## config.mk

```make
export PLATFORM = sky130hd
export DESIGN_NAME = ets_sample_slots
export DESIGN_NICKNAME = d
export VERILOG_FILES = /design/src/rtl/ets_pkg.sv /design/src/rtl/ets_slice_enc.sv /design/src/rtl/ets_sample_slots.sv
export SDC_FILE = /design/constraint.sdc
export NUM_CORES = 1
export LEC_CHECK = 0
export BUFFER_PORTS_ARGS = -buffer_cell sky130_fd_sc_hd__buf_2
export CORE_MARGIN = 2
export CORE_UTILIZATION = 55
export CTS_CLUSTER_SIZE = 24
export DETAILED_ROUTE_END_ITERATION = 8
export GPL_TIMING_DRIVEN = 0
export PLACE_DENSITY = 0.87
export SETUP_SLACK_MARGIN = 0.3
export SLEW_MARGIN = 5
export SYNTH_ARGS = -nofsm -noshare
export SYNTH_HDL_FRONTEND = slang
export SYNTH_SLANG_ARGS = --single-unit
```

## constraint.sdc

```tcl
create_clock -name mclk_i -period 3.91 [get_ports mclk_i]
set_input_delay 0.1955 -clock mclk_i [delete_from_list [all_inputs] [get_ports mclk_i]]
set_output_delay 0.1955 -clock mclk_i [all_outputs]
set_load 0.02 [all_outputs]
```

## src/rtl/ets_pkg.sv

```systemverilog
// Package of register offsets, field layouts and phase codes for the capture slots.
package ets_pkg;
  localparam logic [11:0] ETS_SAMPLE4_NANOSECONDS_OFS = 12'h578;
  localparam logic [11:0] ETS_SAMPLE4_SECONDS_OFS = 12'h57C;
  localparam logic [11:0] ETS_SAMPLE4_PHASE_OFS = 12'h580;
  localparam logic [11:0] ETS_SAMPLE5_NANOSECONDS_OFS = 12'h584;
  localparam logic [11:0] ETS_SAMPLE5_SECONDS_OFS = 12'h588;
  localparam logic [11:0] ETS_SAMPLE5_PHASE_OFS = 12'h58C;
  localparam logic [11:0] ETS_SAMPLE6_NANOSECONDS_OFS = 12'h590;
  localparam logic [11:0] ETS_SAMPLE6_SECONDS_OFS = 12'h594;
  localparam logic [11:0] ETS_SAMPLE6_PHASE_OFS = 12'h598;
  localparam logic [11:0] ETS_UNIT_INDEX_OFS = 12'h500;
  localparam int ETS_UNIT_PTR_BIT = 8;
  localparam int ETS_NS_WIDTH = 30;
  localparam int ETS_POLARITY_BIT = 30;
  localparam int ETS_SLICE_WIDTH = 3;
  localparam int ETS_NUM_SLOTS = 3;
  localparam logic [31:0] ETS_SECONDS_RESET = 32'h0000_0000;
  localparam logic [29:0] ETS_NS_RESET = 30'h0000_0000;
  localparam logic [2:0] ETS_SLICE_RESET = 3'h0;
  localparam logic [2:0] ETS_SLICE_0NS = 3'h0;
  localparam logic [2:0] ETS_SLICE_8NS = 3'h1;
  localparam logic [2:0] ETS_SLICE_16NS = 3'h2;
  localparam logic [2:0] ETS_SLICE_24NS = 3'h3;
  localparam logic [2:0] ETS_SLICE_32NS = 3'h4;
  localparam logic [31:0] ETS_UNMAPPED_READ = 32'h0000_0000;
endpackage

```

## src/rtl/ets_slice_enc.sv

```systemverilog
// Encoder from an 8 ns slice index of the 40 ns period to the phase code.
`timescale 1ns/1ps
module ets_slice_enc
  import ets_pkg::*;
(
  input wire logic [2:0] slice_idx_i,
  output logic [2:0] slice_code_o
);
  always_comb
  begin
    unique case (slice_idx_i)
      3'h0: slice_code_o = ETS_SLICE_0NS;
      3'h1: slice_code_o = ETS_SLICE_8NS;
      3'h2: slice_code_o = ETS_SLICE_16NS;
      3'h3: slice_code_o = ETS_SLICE_24NS;
      3'h4: slice_code_o = ETS_SLICE_32NS;
      default: slice_code_o = ETS_SLICE_0NS;
    endcase
  end
endmodule // ets_slice_enc

```

## src/rtl/ets_sample_slots.sv

```systemverilog
// Capture storage for the fourth to sixth event timestamp samples of each unit.
`timescale 1ns/1ps
module ets_sample_slots
  import ets_pkg::*;
#(
  parameter int NUM_UNITS = 2
)
(
  input wire logic mclk_i,
  input wire logic rst_n_i,
  input wire logic event_i,
  input wire logic [31:0] time_seconds_i,
  input wire logic [29:0] time_nanoseconds_i,
  input wire logic [2:0] time_slice_i,
  input wire logic [11:0] addr_i,
  input wire logic [31:0] wdata_i,
  input wire logic wr_i,
  input wire logic rd_i,
  output logic [31:0] rdata_o,
  output logic [1:0] capture_count_o
);
  typedef struct packed {
    logic [2:0] sync;
    logic [0:0] unit_ptr;
    logic [NUM_UNITS-1:0][1:0] fill;
    logic [NUM_UNITS-1:0][ETS_NUM_SLOTS-1:0][31:0] seconds;
    logic [NUM_UNITS-1:0][ETS_NUM_SLOTS-1:0][29:0] nanosec;
    logic [NUM_UNITS-1:0][ETS_NUM_SLOTS-1:0] polarity;
    logic [NUM_UNITS-1:0][ETS_NUM_SLOTS-1:0][2:0] slice;
    logic [31:0] rdata;
    logic [1:0] count;
  } ets_state_t;

  ets_state_t state_reg;
  ets_state_t state_next;
  logic [2:0] slice_code;
  logic edge_seen;
  logic edge_rising;
  logic [1:0] cap_slot;
  logic [0:0] cap_unit;

  ets_slice_enc u_enc
  (
    .slice_idx_i(time_slice_i),
    .slice_code_o(slice_code)
  );

  function automatic logic [1:0] slot_of(input logic [11:0] a);
    if (a >= ETS_SAMPLE6_NANOSECONDS_OFS)
    begin
      return 2'h2;
    end
    else if (a >= ETS_SAMPLE5_NANOSECONDS_OFS)
    begin
      return 2'h1;
    end
    return 2'h0;
  endfunction

  // True for any of the three nanoseconds words.
  function automatic logic is_ns_ofs(input logic [11:0] a);
    return a == ETS_SAMPLE4_NANOSECONDS_OFS || a == ETS_SAMPLE5_NANOSECONDS_OFS
      || a == ETS_SAMPLE6_NANOSECONDS_OFS;
  endfunction

  // True for any of the three seconds words.
  function automatic logic is_sec_ofs(input logic [11:0] a);
    return a == ETS_SAMPLE4_SECONDS_OFS || a == ETS_SAMPLE5_SECONDS_OFS
      || a == ETS_SAMPLE6_SECONDS_OFS;
  endfunction

  // True for any of the three phase words.
  function automatic logic is_phase_ofs(input logic [11:0] a);
    return a == ETS_SAMPLE4_PHASE_OFS || a == ETS_SAMPLE5_PHASE_OFS
      || a == ETS_SAMPLE6_PHASE_OFS;
  endfunction

  assign edge_seen = state_reg.sync[2] ^ state_reg.sync[1];
  assign edge_rising = state_reg.sync[1];
  assign cap_unit = state_reg.unit_ptr;
  assign cap_slot = state_reg.fill[cap_unit];

  always_comb
  begin
    logic [1:0] s;
    logic [0:0] u;
    s = slot_of(addr_i);
    u = state_reg.unit_ptr;
    state_next = state_reg;
    state_next.sync = {state_reg.sync[1:0], event_i};
    if (wr_i && addr_i == ETS_UNIT_INDEX_OFS)
    begin
      state_next.unit_ptr = wdata_i[ETS_UNIT_PTR_BIT];
    end
    if (edge_seen && cap_slot < 2'(ETS_NUM_SLOTS))
    begin
      state_next.seconds[cap_unit][cap_slot] = time_seconds_i;
      state_next.nanosec[cap_unit][cap_slot] = time_nanoseconds_i;
      state_next.polarity[cap_unit][cap_slot] = edge_rising;
      state_next.slice[cap_unit][cap_slot] = slice_code;
      state_next.fill[cap_unit] = cap_slot + 2'h1;
    end
    state_next.count = state_next.fill[u];
    state_next.rdata = state_reg.rdata;
    if (rd_i)
    begin
      unique case (addr_i)
        ETS_SAMPLE4_NANOSECONDS_OFS, ETS_SAMPLE5_NANOSECONDS_OFS,
        ETS_SAMPLE6_NANOSECONDS_OFS:
          state_next.rdata = {1'b0, state_reg.polarity[u][s],
                              state_reg.nanosec[u][s]};
        ETS_SAMPLE4_SECONDS_OFS, ETS_SAMPLE5_SECONDS_OFS, ETS_SAMPLE6_SECONDS_OFS:
          state_next.rdata = state_reg.seconds[u][s];
        ETS_SAMPLE4_PHASE_OFS, ETS_SAMPLE5_PHASE_OFS, ETS_SAMPLE6_PHASE_OFS:
          state_next.rdata = {29'h0, state_reg.slice[u][s]};
        ETS_UNIT_INDEX_OFS:
          state_next.rdata = {23'h0, state_reg.unit_ptr, 8'h00};
        default:
          state_next.rdata = ETS_UNMAPPED_READ;
      endcase
    end
  end

  always_ff @(posedge mclk_i or negedge rst_n_i)
  begin
    if (!rst_n_i)
    begin
      state_reg <= '0;
    end
    else
    begin
      state_reg <= state_next;
    end
  end

  assign rdata_o = state_reg.rdata;
  assign capture_count_o = state_reg.count;

  AST_NS_RESERVED_ZERO: assert property (@(posedge mclk_i) disable iff (!rst_n_i)
    $past(rd_i) && $past(addr_i) == ETS_SAMPLE5_NANOSECONDS_OFS |-> !rdata_o[31])
    else $error("Reserved nanoseconds bit read as one.");
  AST_PHASE_RESERVED_ZERO: assert property (@(posedge mclk_i) disable iff (!rst_n_i)
    $past(rd_i) && $past(addr_i) == ETS_SAMPLE4_PHASE_OFS |-> rdata_o[31:3] == 29'h0)
    else $error("Reserved phase bits read as nonzero.");
  AST_PHASE_CODE_LEGAL: assert property (@(posedge mclk_i) disable iff (!rst_n_i)
    $past(rd_i) && $past(addr_i) == ETS_SAMPLE6_PHASE_OFS |-> rdata_o[2:0] <= 3'h4)
    else $error("Phase code outside the legal set.");
  AST_POLARITY_CAPTURE: assert property (@(posedge mclk_i) disable iff (!rst_n_i)
    edge_seen && cap_slot == 2'h0 |=> state_reg.polarity[$past(cap_unit)][0]
      == $past(edge_rising))
    else $error("Edge polarity not recorded.");
  AST_SECONDS_CAPTURE: assert property (@(posedge mclk_i) disable iff (!rst_n_i)
    edge_seen && cap_slot == 2'h1 |=> state_reg.seconds[$past(cap_unit)][1]
      == $past(time_seconds_i))
    else $error("Seconds not captured.");
  AST_NS_CAPTURE: assert property (@(posedge mclk_i) disable iff (!rst_n_i)
    edge_seen && cap_slot == 2'h2 |=> state_reg.nanosec[$past(cap_unit)][2]
      == $past(time_nanoseconds_i))
    else $error("Nanoseconds not captured.");
  AST_SECONDS_READ: assert property (@(posedge mclk_i) disable iff (!rst_n_i)
    rd_i && addr_i == ETS_SAMPLE5_SECONDS_OFS |=> rdata_o
      == $past(state_reg.seconds[state_reg.unit_ptr][1]))
    else $error("Seconds read from wrong unit or slot.");
  AST_SLICE_16NS: assert property (@(posedge mclk_i) disable iff (!rst_n_i)
    time_slice_i == 3'h2 |-> slice_code == 3'h2)
    else $error("16 ns slice code wrong.");

  // Each unit and slot takes a capture only when it is the next free one.
  for (genvar gu = 0; gu < NUM_UNITS; gu++)
  begin : g_unit

    AST_FILL_NO_DECREASE: assert property (@(posedge mclk_i) disable iff (!rst_n_i)
      1'b1 |=> state_reg.fill[gu] >= $past(state_reg.fill[gu]))
      else $error("Slot fill level went down.");

    for (genvar gs = 0; gs < ETS_NUM_SLOTS; gs++)
    begin : g_slot

      AST_SLOT_SECONDS: assert property (@(posedge mclk_i) disable iff (!rst_n_i)
        edge_seen && cap_unit == gu && cap_slot == gs |=>
          state_reg.seconds[gu][gs] == $past(time_seconds_i))
        else $error("Slot seconds not captured.");

      AST_SLOT_NS: assert property (@(posedge mclk_i) disable iff (!rst_n_i)
        edge_seen && cap_unit == gu && cap_slot == gs |=>
          state_reg.nanosec[gu][gs] == $past(time_nanoseconds_i))
        else $error("Slot nanoseconds not captured.");

      AST_SLOT_POLARITY: assert property (@(posedge mclk_i) disable iff (!rst_n_i)
        edge_seen && cap_unit == gu && cap_slot == gs |=>
          state_reg.polarity[gu][gs] == $past(state_reg.sync[1]))
        else $error("Slot polarity not captured.");

      AST_SLOT_SLICE: assert property (@(posedge mclk_i) disable iff (!rst_n_i)
        edge_seen && cap_unit == gu && cap_slot == gs |=>
          state_reg.slice[gu][gs] == $past(slice_code))
        else $error("Slot phase code not captured.");

      AST_SLOT_FILL: assert property (@(posedge mclk_i) disable iff (!rst_n_i)
        edge_seen && cap_unit == gu && cap_slot == gs |=>
          state_reg.fill[gu] == 2'(gs + 1))
        else $error("Slot fill level not advanced.");

      AST_SLOT_SECONDS_HOLD: assert property (@(posedge mclk_i) disable iff (!rst_n_i)
        !(edge_seen && cap_unit == gu && cap_slot == gs) |=>
          $stable(state_reg.seconds[gu][gs]))
        else $error("Slot seconds changed without a capture.");

      AST_SLOT_NS_HOLD: assert property (@(posedge mclk_i) disable iff (!rst_n_i)
        !(edge_seen && cap_unit == gu && cap_slot == gs) |=>
          $stable(state_reg.nanosec[gu][gs]))
        else $error("Slot nanoseconds changed without a capture.");

      AST_SLOT_POLARITY_HOLD: assert property (@(posedge mclk_i) disable iff (!rst_n_i)
        !(edge_seen && cap_unit == gu && cap_slot == gs) |=>
          $stable(state_reg.polarity[gu][gs]))
        else $error("Slot polarity changed without a capture.");

      AST_SLOT_SLICE_HOLD: assert property (@(posedge mclk_i) disable iff (!rst_n_i)
        !(edge_seen && cap_unit == gu && cap_slot == gs) |=>
          $stable(state_reg.slice[gu][gs]))
        else $error("Slot phase code changed without a capture.");

      AST_SLOT_SLICE_LEGAL: assert property (@(posedge mclk_i) disable iff (!rst_n_i)
        state_reg.slice[gu][gs] <= ETS_SLICE_32NS)
        else $error("Stored phase code outside the legal set.");
    end
  end

  // Every word of every slot reads back the selected unit's copy.
  for (genvar gs = 0; gs < ETS_NUM_SLOTS; gs++)
  begin : g_read
    localparam logic [11:0] NS_OFS = ETS_SAMPLE4_NANOSECONDS_OFS + 12'(12 * gs);
    localparam logic [11:0] SEC_OFS = ETS_SAMPLE4_SECONDS_OFS + 12'(12 * gs);
    localparam logic [11:0] PH_OFS = ETS_SAMPLE4_PHASE_OFS + 12'(12 * gs);

    AST_READ_NS: assert property (@(posedge mclk_i) disable iff (!rst_n_i)
      rd_i && addr_i == NS_OFS |=> rdata_o == {1'b0,
        $past(state_reg.polarity[state_reg.unit_ptr][gs]),
        $past(state_reg.nanosec[state_reg.unit_ptr][gs])})
      else $error("Nanoseconds word read from wrong unit or slot.");

    AST_READ_SEC: assert property (@(posedge mclk_i) disable iff (!rst_n_i)
      rd_i && addr_i == SEC_OFS |=> rdata_o
        == $past(state_reg.seconds[state_reg.unit_ptr][gs]))
      else $error("Seconds word read from wrong unit or slot.");

    AST_READ_PHASE: assert property (@(posedge mclk_i) disable iff (!rst_n_i)
      rd_i && addr_i == PH_OFS |=> rdata_o[2:0]
        == $past(state_reg.slice[state_reg.unit_ptr][gs]))
      else $error("Phase word read from wrong unit or slot.");
  end

  // Reserved bits read as zero in every slot.
  AST_ANY_NS_RESERVED: assert property (@(posedge mclk_i) disable iff (!rst_n_i)
    rd_i && is_ns_ofs(addr_i) |=> !rdata_o[31])
    else $error("Reserved nanoseconds bit read as one.");

  AST_ANY_PHASE_RESERVED: assert property (@(posedge mclk_i) disable iff (!rst_n_i)
    rd_i && is_phase_ofs(addr_i) |=> rdata_o[31:3] == 29'h0)
    else $error("Reserved phase bits read as nonzero.");

  AST_UNMAPPED_ZERO: assert property (@(posedge mclk_i) disable iff (!rst_n_i)
    rd_i && !is_ns_ofs(addr_i) && !is_sec_ofs(addr_i) && !is_phase_ofs(addr_i)
      && addr_i != ETS_UNIT_INDEX_OFS |=> rdata_o == ETS_UNMAPPED_READ)
    else $error("Unmapped address read as nonzero.");

  // The unit pointer follows bit 8 of a write and reads back.
  AST_PTR_WRITE: assert property (@(posedge mclk_i) disable iff (!rst_n_i)
    wr_i && addr_i == ETS_UNIT_INDEX_OFS |=>
      state_reg.unit_ptr == $past(wdata_i[ETS_UNIT_PTR_BIT]))
    else $error("Unit pointer not written.");

  AST_PTR_READBACK: assert property (@(posedge mclk_i) disable iff (!rst_n_i)
    rd_i && addr_i == ETS_UNIT_INDEX_OFS |=>
      rdata_o[ETS_UNIT_PTR_BIT] == $past(state_reg.unit_ptr))
    else $error("Unit pointer read back wrong.");

  // Read data stands until the next read.
  AST_RDATA_HOLD: assert property (@(posedge mclk_i) disable iff (!rst_n_i)
    !rd_i |=> $stable(rdata_o))
    else $error("Read data changed without a read.");

  // The fill count follows the selected unit.
  AST_COUNT_UNIT: assert property (@(posedge mclk_i) disable iff (!rst_n_i)
    1'b1 |=> capture_count_o == state_reg.fill[$past(state_reg.unit_ptr)])
    else $error("Capture count shows the wrong unit.");
endmodule // ets_sample_slots

```

==> results of run 1 <==
## cell usage in the layout, fill, tap and decap left out, types with 4 or more instances in the layout
cell type / synthesis / final
a22oi_1: 17 / 17
mux2_2: 384 / 384
and2_1: 5 / 5
a31oi_1: 16 / 16
clkbuf_8: 0 / 14
o21ai_1: 5 / 5
a211oi_1: 12 / 12
nand3_1: 5 / 5
clkbuf_1: 38 / 43
dfrtp_1: 438 / 437
dlygate4sd3_1: 0 / 66
mux2i_1: 64 / 62
o211a_1: 11 / 11
buf_4: 34 / 50
a32oi_1: 11 / 11
mux4_2: 55 / 55
nand2b_1: 4 / 4
o2bb2ai_1: 11 / 11
o22ai_1: 19 / 19
nand2_1: 149 / 146
a21oi_1: 14 / 14
nor3_1: 7 / 6
buf_8: 0 / 5
o211ai_1: 4 / 4
o21ai_0: 25 / 25
nor2_1: 15 / 15
buf_1: 23 / 14
ha_1: 4 / 4
clkbuf_16: 0 / 47
buf_2: 35 / 131
clkinv_2: 0 / 4
clkbuf_4: 0 / 10
nor2b_1: 8 / 8
and3_1: 18 / 18
buf_6: 0 / 4
## power breakdown
part / internal (mW) / total (mW) / switching (mW)
Combinational: 1.95 / 3.74 / 1.79
Clock: 2.51 / 4.25 / 1.74
Sequential: 5.72 / 6.36 / 0.643
Total: 10.2 / 14.3 / 4.17
## how the worst max path moves through the flow
stage | from | end | slack, ns | depth (start not counted)
finish | cap_unit | register | 0.37 | 13
detailed placement | cap_unit | register | -1.31 | 14
floorplan | cap_unit | register | 0.43 | 14
global placement | rst_n_i | async pin | -5.57 | 1
CTS | cap_unit | register | 0.26 | 12
global route | cap_unit | register | 0.29 | 13
## worst max-delay path, delay by kind of cell, from the launching register on
family	cells	cell delay, ns
buf+inv	8	1.74
mux	2	0.65
flops	1	0.41
simple gates	2	0.34
fa+ha+maj	1	0.25
## kinds of logic after synthesis
| kind of cell | share of synthesized area (%) |
|---|---|
| muxes | 31.1 |
| and+or+nand+nor | 4.99 |
| adders and majority gates | 0.251 |
| DFF | 54.9 |
| buffers and inverters | 3.36 |
| AOI/OAI and AO/OA | 5.23 |
| xor gates and xnor gates | 0.219 |
## routing by layer
metal	up-vias	share of wire, %	GRT usage, %
met2	738	47	46.5
met3	171	8.8	5.29
li1	5769	-	-
met4	0	4.5	13.4
met5	-	0	0
met1	7094	39	38.7
## stage by stage
| step | setup TNS, ns | setup slack (ns) |
|---|---|---|
| floorplan | 0 | 0.427 |
| global placement | -2741.60 | -5.57 |
| CTS | 0 | 0.258 |
| detailed placement | -350.40 | -1.31 |
| finish | 0 | 0.375 |
| global route | 0 | 0.289 |
## cell type report
type / instances / area [µm²] / area share (%)
flip-flops and latches: 438 / 11000 / 46.5
multi-input cells: 886 / 8400 / 35.6
clock buffers: 73 / 1400 / 5.95
repair buffers: 187 / 1350 / 5.73
plain buffers: 130 / 812 / 3.44
well taps: 461 / 577 / 2.45
clock inverters: 7 / 67.6 / 0.286
inverters: 3 / 11.3 / 0.0477
diodes: 1 / 2.50 / 0.0106
## repair_timing
action,in CTS,in global routing
gates resized for setup,62,23
buffers inserted,0,2
endpoints found under the setup margin,401,315
endpoints found under the hold margin,451,0
hold buffers,66,0
pin swaps,0,1
==> impl_metrics.yaml, run 1 <==
worst_setup_path:
  crit_type: "reg2reg"
  crit_fanout: 10
  worstRegToRegCells: 13
  required_ns: 4.33
  critPathSlowestCell: "dfrtp_2"
  reg2reg_slack_ns: 0.37
  cp.arrival_ns: 3.95
  cp-end-kind: "register"
  worstPathCellList: "buf_8, buf_6, clkbuf_8, buf_6, mux2i_4, inv_1, ha_1, nor3_4, buf_4, and2_1, buf_2, buf_4, mux2_2"
  r2r_start: "cap_unit"
  cpPeakStageDelay_ns: 0.41
  crit_path_start_kind: "register"
floorplanning:
  die_area_um2: 37800
  coreArea_um2: 35700
  start_util_pct: 56.0
  rows: 69
  io_pins: 148
  dieHeight_um: 195
  die_w_um: 195
placed_design:
  place_inst: 2037
  io_buffers: 115
  post-dp-hpwl_um: 37900
  place_congestion: 0.969
  postPlaceCellArea_um2: 21200
logic_synthesis:
  synthTopCellsByArea: "dfrtp_1 (55%), mux2_2 (22%), mux4_2 (6.2%)"
  synth_largest_area_cell: "dfrtp_1"
  ys_ff_latch: 438
  ys_top_cells_by_count: "dfrtp_1 (438), mux2_2 (384), nand2_1 (149)"
  synth.top_cell.area_share_pct: 54.9
  synth_area_per_cell_um2: 13.7
  synth.most_common_cell: "dfrtp_1"
  synth-edff-count: 0
  ys_seq_area_share_pct: 54.9
  synth_fp_nets: 1575
  yosys_warnings: 0
  synth_cells: 1457
  async_flop_share_pct: 100
  synthesis.area_um2: 20000
  synth_ff_type: "dfrtp_1"
  synth_cell_type_count: 47
sta:
  post-route-min-period_ns: 3.54
  rsz0062_at_grt: "false"
  setup_violations: 0
  worst_pin_slew_ns: 1.12
  final_hold_viol_count: 0
  relSlewSlack_pct: 25.5
  whs_ns: 0.0728
  fmax_mhz: 283
  slew_viol_final: 0
  clock_skew_ns: 0.0150
  fin_crit_sh_pct: 90.4
pwr:
  vdd_drop_max_mv: 0.321
  power_mw: 14.3
  p_leak_nw: 10.4
  power_density_nw_per_um2: 608
layout:
  fillCellCount: 2397
  design_area_um2: 23600
  finalNonFillerCells: 2186
  utilization_pct: 66.2
  final_nets: 1809
  syn2layout_area_growth_pct: 18.1
  drive_gt1_share_pct: 42.0
job:
  cap_violations: 0
cts:
  cts-buffers-inserted: 45
  clockBufferDepth: 3
  htreeDepth: 2
  clkLatencyLatePin_ns: 0.55
  path_clk_slew_ns: 0.06
  cts_tree: "yes"
  root_buffer: "clkbuf_16"
  cts.sinks: 438
global_routing:
  grt-ovfl-total: 0
  grt_pass1_vias: 14400
  grt_start_max_net_pins: 124
  grt_pass1_wl_um: 83800
  grt_use_total_pct: 28.9
  antenna_found_initial: 0
outcome:
  outcome: "completed"
min_path:
  worstHoldPathCells: 3
  min_path_type: "in2reg"
  min_from: "time_slice_i[1]"
route:
  via_per_inst: 6.30
  drtIter0Drc: 1527
  drcViolationCount: 0
  dr.pass1.iters: 6
  drt-wirelength-per-cell_um: 25.0
  ant_nets: 0
  routed-via-count: 13800
  routed_wl_um: 54700
Note: power is estimated with default switching activity, not from simulation.
==> run 2: changes to the inputs <==
--- a/config.mk
+++ b/config.mk
@@ -5,7 +5,7 @@
 export SDC_FILE = /design/constraint.sdc
 export NUM_CORES = 1
 export LEC_CHECK = 0
-export BUFFER_PORTS_ARGS = -buffer_cell sky130_fd_sc_hd__buf_2
+export BUFFER_PORTS_ARGS = -buffer_cell sky130_fd_sc_hd__buf_4
 export CORE_MARGIN = 2
 export CORE_UTILIZATION = 55
 export CTS_CLUSTER_SIZE = 24
@@ -16,4 +16,5 @@
 export SLEW_MARGIN = 5
 export SYNTH_ARGS = -nofsm -noshare
 export SYNTH_HDL_FRONTEND = slang
+export SYNTH_HIERARCHICAL = 1
 export SYNTH_SLANG_ARGS = --single-unit
==> run 2 against run 1 <==
Compared with the run above:
- first-iteration DRC count is 27% lower
- critical path depth is 2 lower
- sequential share of layout area is 0.27 points lower
- worst hold slack worse by 0.051 ns
- via count is 4.2% lower
- global-route usage is 1.8 points lower
- largest power group unchanged
- highest routed layer is now met5
==> impl_metrics.yaml, run 2 <==
outcome:
  outcome: "completed"
global_routing:
  grt-ovfl-total: 0
  grt_use_total_pct: 27.1
  antenna_found_initial: 2
  grt_pass1_wl_um: 80000
  grt_pass1_vias: 14100
  grt_start_max_net_pins: 124
logic_synthesis:
  synth_fp_nets: 1549
  yosys.area_share.simple_pct: 3.05
  synth-compound-area-share_pct: 5.30
  synth_top_family_by_area: "multiplexers"
  synth_cell_type_count: 53
  ys_ff_latch: 438
  post_synth_fa_ha_maj_area_fraction_pct: 0.250
  synth_ff_type: "dfrtp_1"
  yosys_warnings: 6
  synth_cells: 1431
  muxShareOfSynthArea_pct: 32.7
  synth.top_cell.area_share_pct: 54.7
  synthXorXnorAreaFrac_pct: 0.219
  synth-edff-count: 0
  synth.most_common_cell: "mux2_2"
  synthTopCellsByArea: "dfrtp_1 (55%), mux2_2 (26%), mux2i_1 (6.5%)"
  synthesis.area_um2: 20000
  ys_seq_area_share_pct: 54.7
  ys_top_cells_by_count: "mux2_2 (460), dfrtp_1 (438), mux2i_1 (131)"
  async_flop_share_pct: 100
  synth_largest_area_cell: "dfrtp_1"
  synth_area_per_cell_um2: 14.0
min_path:
  min_path_type: "in2reg"
layout:
  multi_input_area_um2: 8330
  final_nets: 1779
  fillCellCount: 2446
  ff_latch_area_um2: 11000
  finalNonFillerCells: 2155
  design_area_um2: 23700
  layout_commonest_cell: "mux2_2"
  drive_gt1_share_pct: 44.9
  syn2layout_area_growth_pct: 18.5
  final_cell_mix: "mux2_2 (460), dfrtp_1 (438), buf_4 (161)"
cts:
  cts-buffers-inserted: 45
  clkLatencyLatePin_ns: 0.54
  htreeDepth: 2
  root_buffer: "clkbuf_16"
  cts.sinks: 438
  path_clk_slew_ns: 0.06
  cts_tree: "yes"
  clockBufferDepth: 3
floorplanning:
  coreArea_um2: 35700
  rows: 69
  io_pins: 148
  dieHeight_um: 195
  start_util_pct: 56.0
  die_w_um: 195
  die_area_um2: 38000
placed_design:
  place_inst: 2009
  place_congestion: 0.873
  io_buffers: 114
  postPlaceCellArea_um2: 21600
  post-place-ws_ns: -0.249
  post-dp-hpwl_um: 34100
route:
  ant_nets: 0
  routed_wl_um: 51100
  drt-wirelength-per-cell_um: 23.7
  drtIter0Drc: 1120
  via_per_inst: 6.12
  drcViolationCount: 0
  routed-via-count: 13200
  dr.pass1.iters: 5
sta:
  setup_violations: 0
  slew_viol_final: 0
  fin_crit_sh_pct: 88.8
  clock_skew_ns: 0.0151
  post-route-min-period_ns: 3.47
  worst_slack_ns: 0.439
  fmax_mhz: 288
  worst_pin_slew_ns: 1.08
  relSlewSlack_pct: 27.8
  rsz0062_at_grt: "false"
  final_hold_viol_count: 0
worst_setup_path:
  crit_fanout: 10
  cpPeakStageDelay_ns: 0.37
  crit_type: "reg2reg"
  critPathSlowestCell: "mux2_2"
  worstPathCellList: "buf_2, clkbuf_4, buf_4, mux2i_2, inv_1, ha_1, nor3_2, and2_1, clkbuf_4, buf_4, mux2_2"
  crit_path_start_kind: "register"
  cp.arrival_ns: 3.89
  required_ns: 4.33
  cp-end-kind: "register"
pwr:
  vdd_drop_max_mv: 0.324
  p_leak_nw: 10.1
  power_mw: 14.0
  power_density_nw_per_um2: 590
job:
  cap_violations: 0
run 2: cells by family after synthesis:
logic type | Yosys count
fa+ha+maj | 4
mux | 594
xor+xnor | 5
compound gates | 142
flops | 438
simple gates | 114
buf+inv | 134
run 2: cell type report:
type,count,share of cell area (%)
sequential,438,46.2
tap,461,2.43
clock inverter,8,0.396
timing repair buffer,183,6.77
multi-input combinational,859,35.1
antenna,1,0.0105
inverter,4,0.0633
clock buffer,71,5.87
buffer,130,3.13
run 2: worst paths after layout:
| kind | startpoint | end | slack (ns) | depth (start not counted) |
|---|---|---|---|---|
| worst max-delay path | cap_unit | register | 0.44 | 11 |
| max in group asynchronous | rst_n_i | async pin | 2.12 | 4 |
| worst max register to register | cap_unit | register | 0.44 | 11 |
| min in group asynchronous | rst_n_i | async pin | 0.26 | 2 |
| worst min-delay path | wr_i | cap_unit | 0.02 | 3 |
| worst min register to register | state_next[436] | edge_rising | 0.39 | 0 |
run 2: critical path: cells and delay by family (launching register included):
kind,cells,cell delay (ns)
buffers and inverters,6,1.49
muxes,2,0.73
and+or+nand+nor,2,0.58
DFF,1,0.32
adders and majority gates,1,0.22
run 2: through the flow:
| stage | util (%) | hold WS, ns | setup TNS, ns |
|---|---|---|---|
| 3_3_place_gp | 60.0 | 0.305 | -658.90 |
| 3_5_place_dp | 60.3 | 0.260 | -23.34 |
| 6_report | 66.4 | 0.0222 | 0 |
| 5_1_grt | 66.4 | 0.00890 | 0 |
| 2_1_floorplan | - | -0.100 | 0 |
| 4_1_cts | 66.3 | 0.00437 | 0 |
run 2: metal layers:
metal / GRT usage, % / share of wire (%) / wire length [µm] / up-vias
met5: 0 / 0.043 / 22 / -
met4: 9.75 / 3.4 / 1710 / 4
met3: 4.62 / 6.0 / 3060 / 125
li1: - / - / - / 5687
met1: 35.4 / 41 / 21200 / 6894
met2: 45.7 / 49 / 25200 / 488
run 2: where the power goes:
part / total [mW] / internal (mW) / switching, mW
clock: 4.30 / 2.56 / 1.73
sequential: 6.34 / 5.71 / 0.622
combinational: 3.37 / 1.94 / 1.43
total: 14.0 / 10.2 / 3.78
run 2: timing repair:
| action | 4_1_cts | 5_1_grt |
|---|---|---|
| pin swaps | 0 | 0 |
| setup buffers | 0 | 0 |
| cloned | 0 | 0 |
| setup endpoints to repair | 322 | 209 |
| gates resized for setup | 4 | 5 |
| endpoints found under the hold margin | 468 | 0 |
| hold buffers | 66 | 0 |
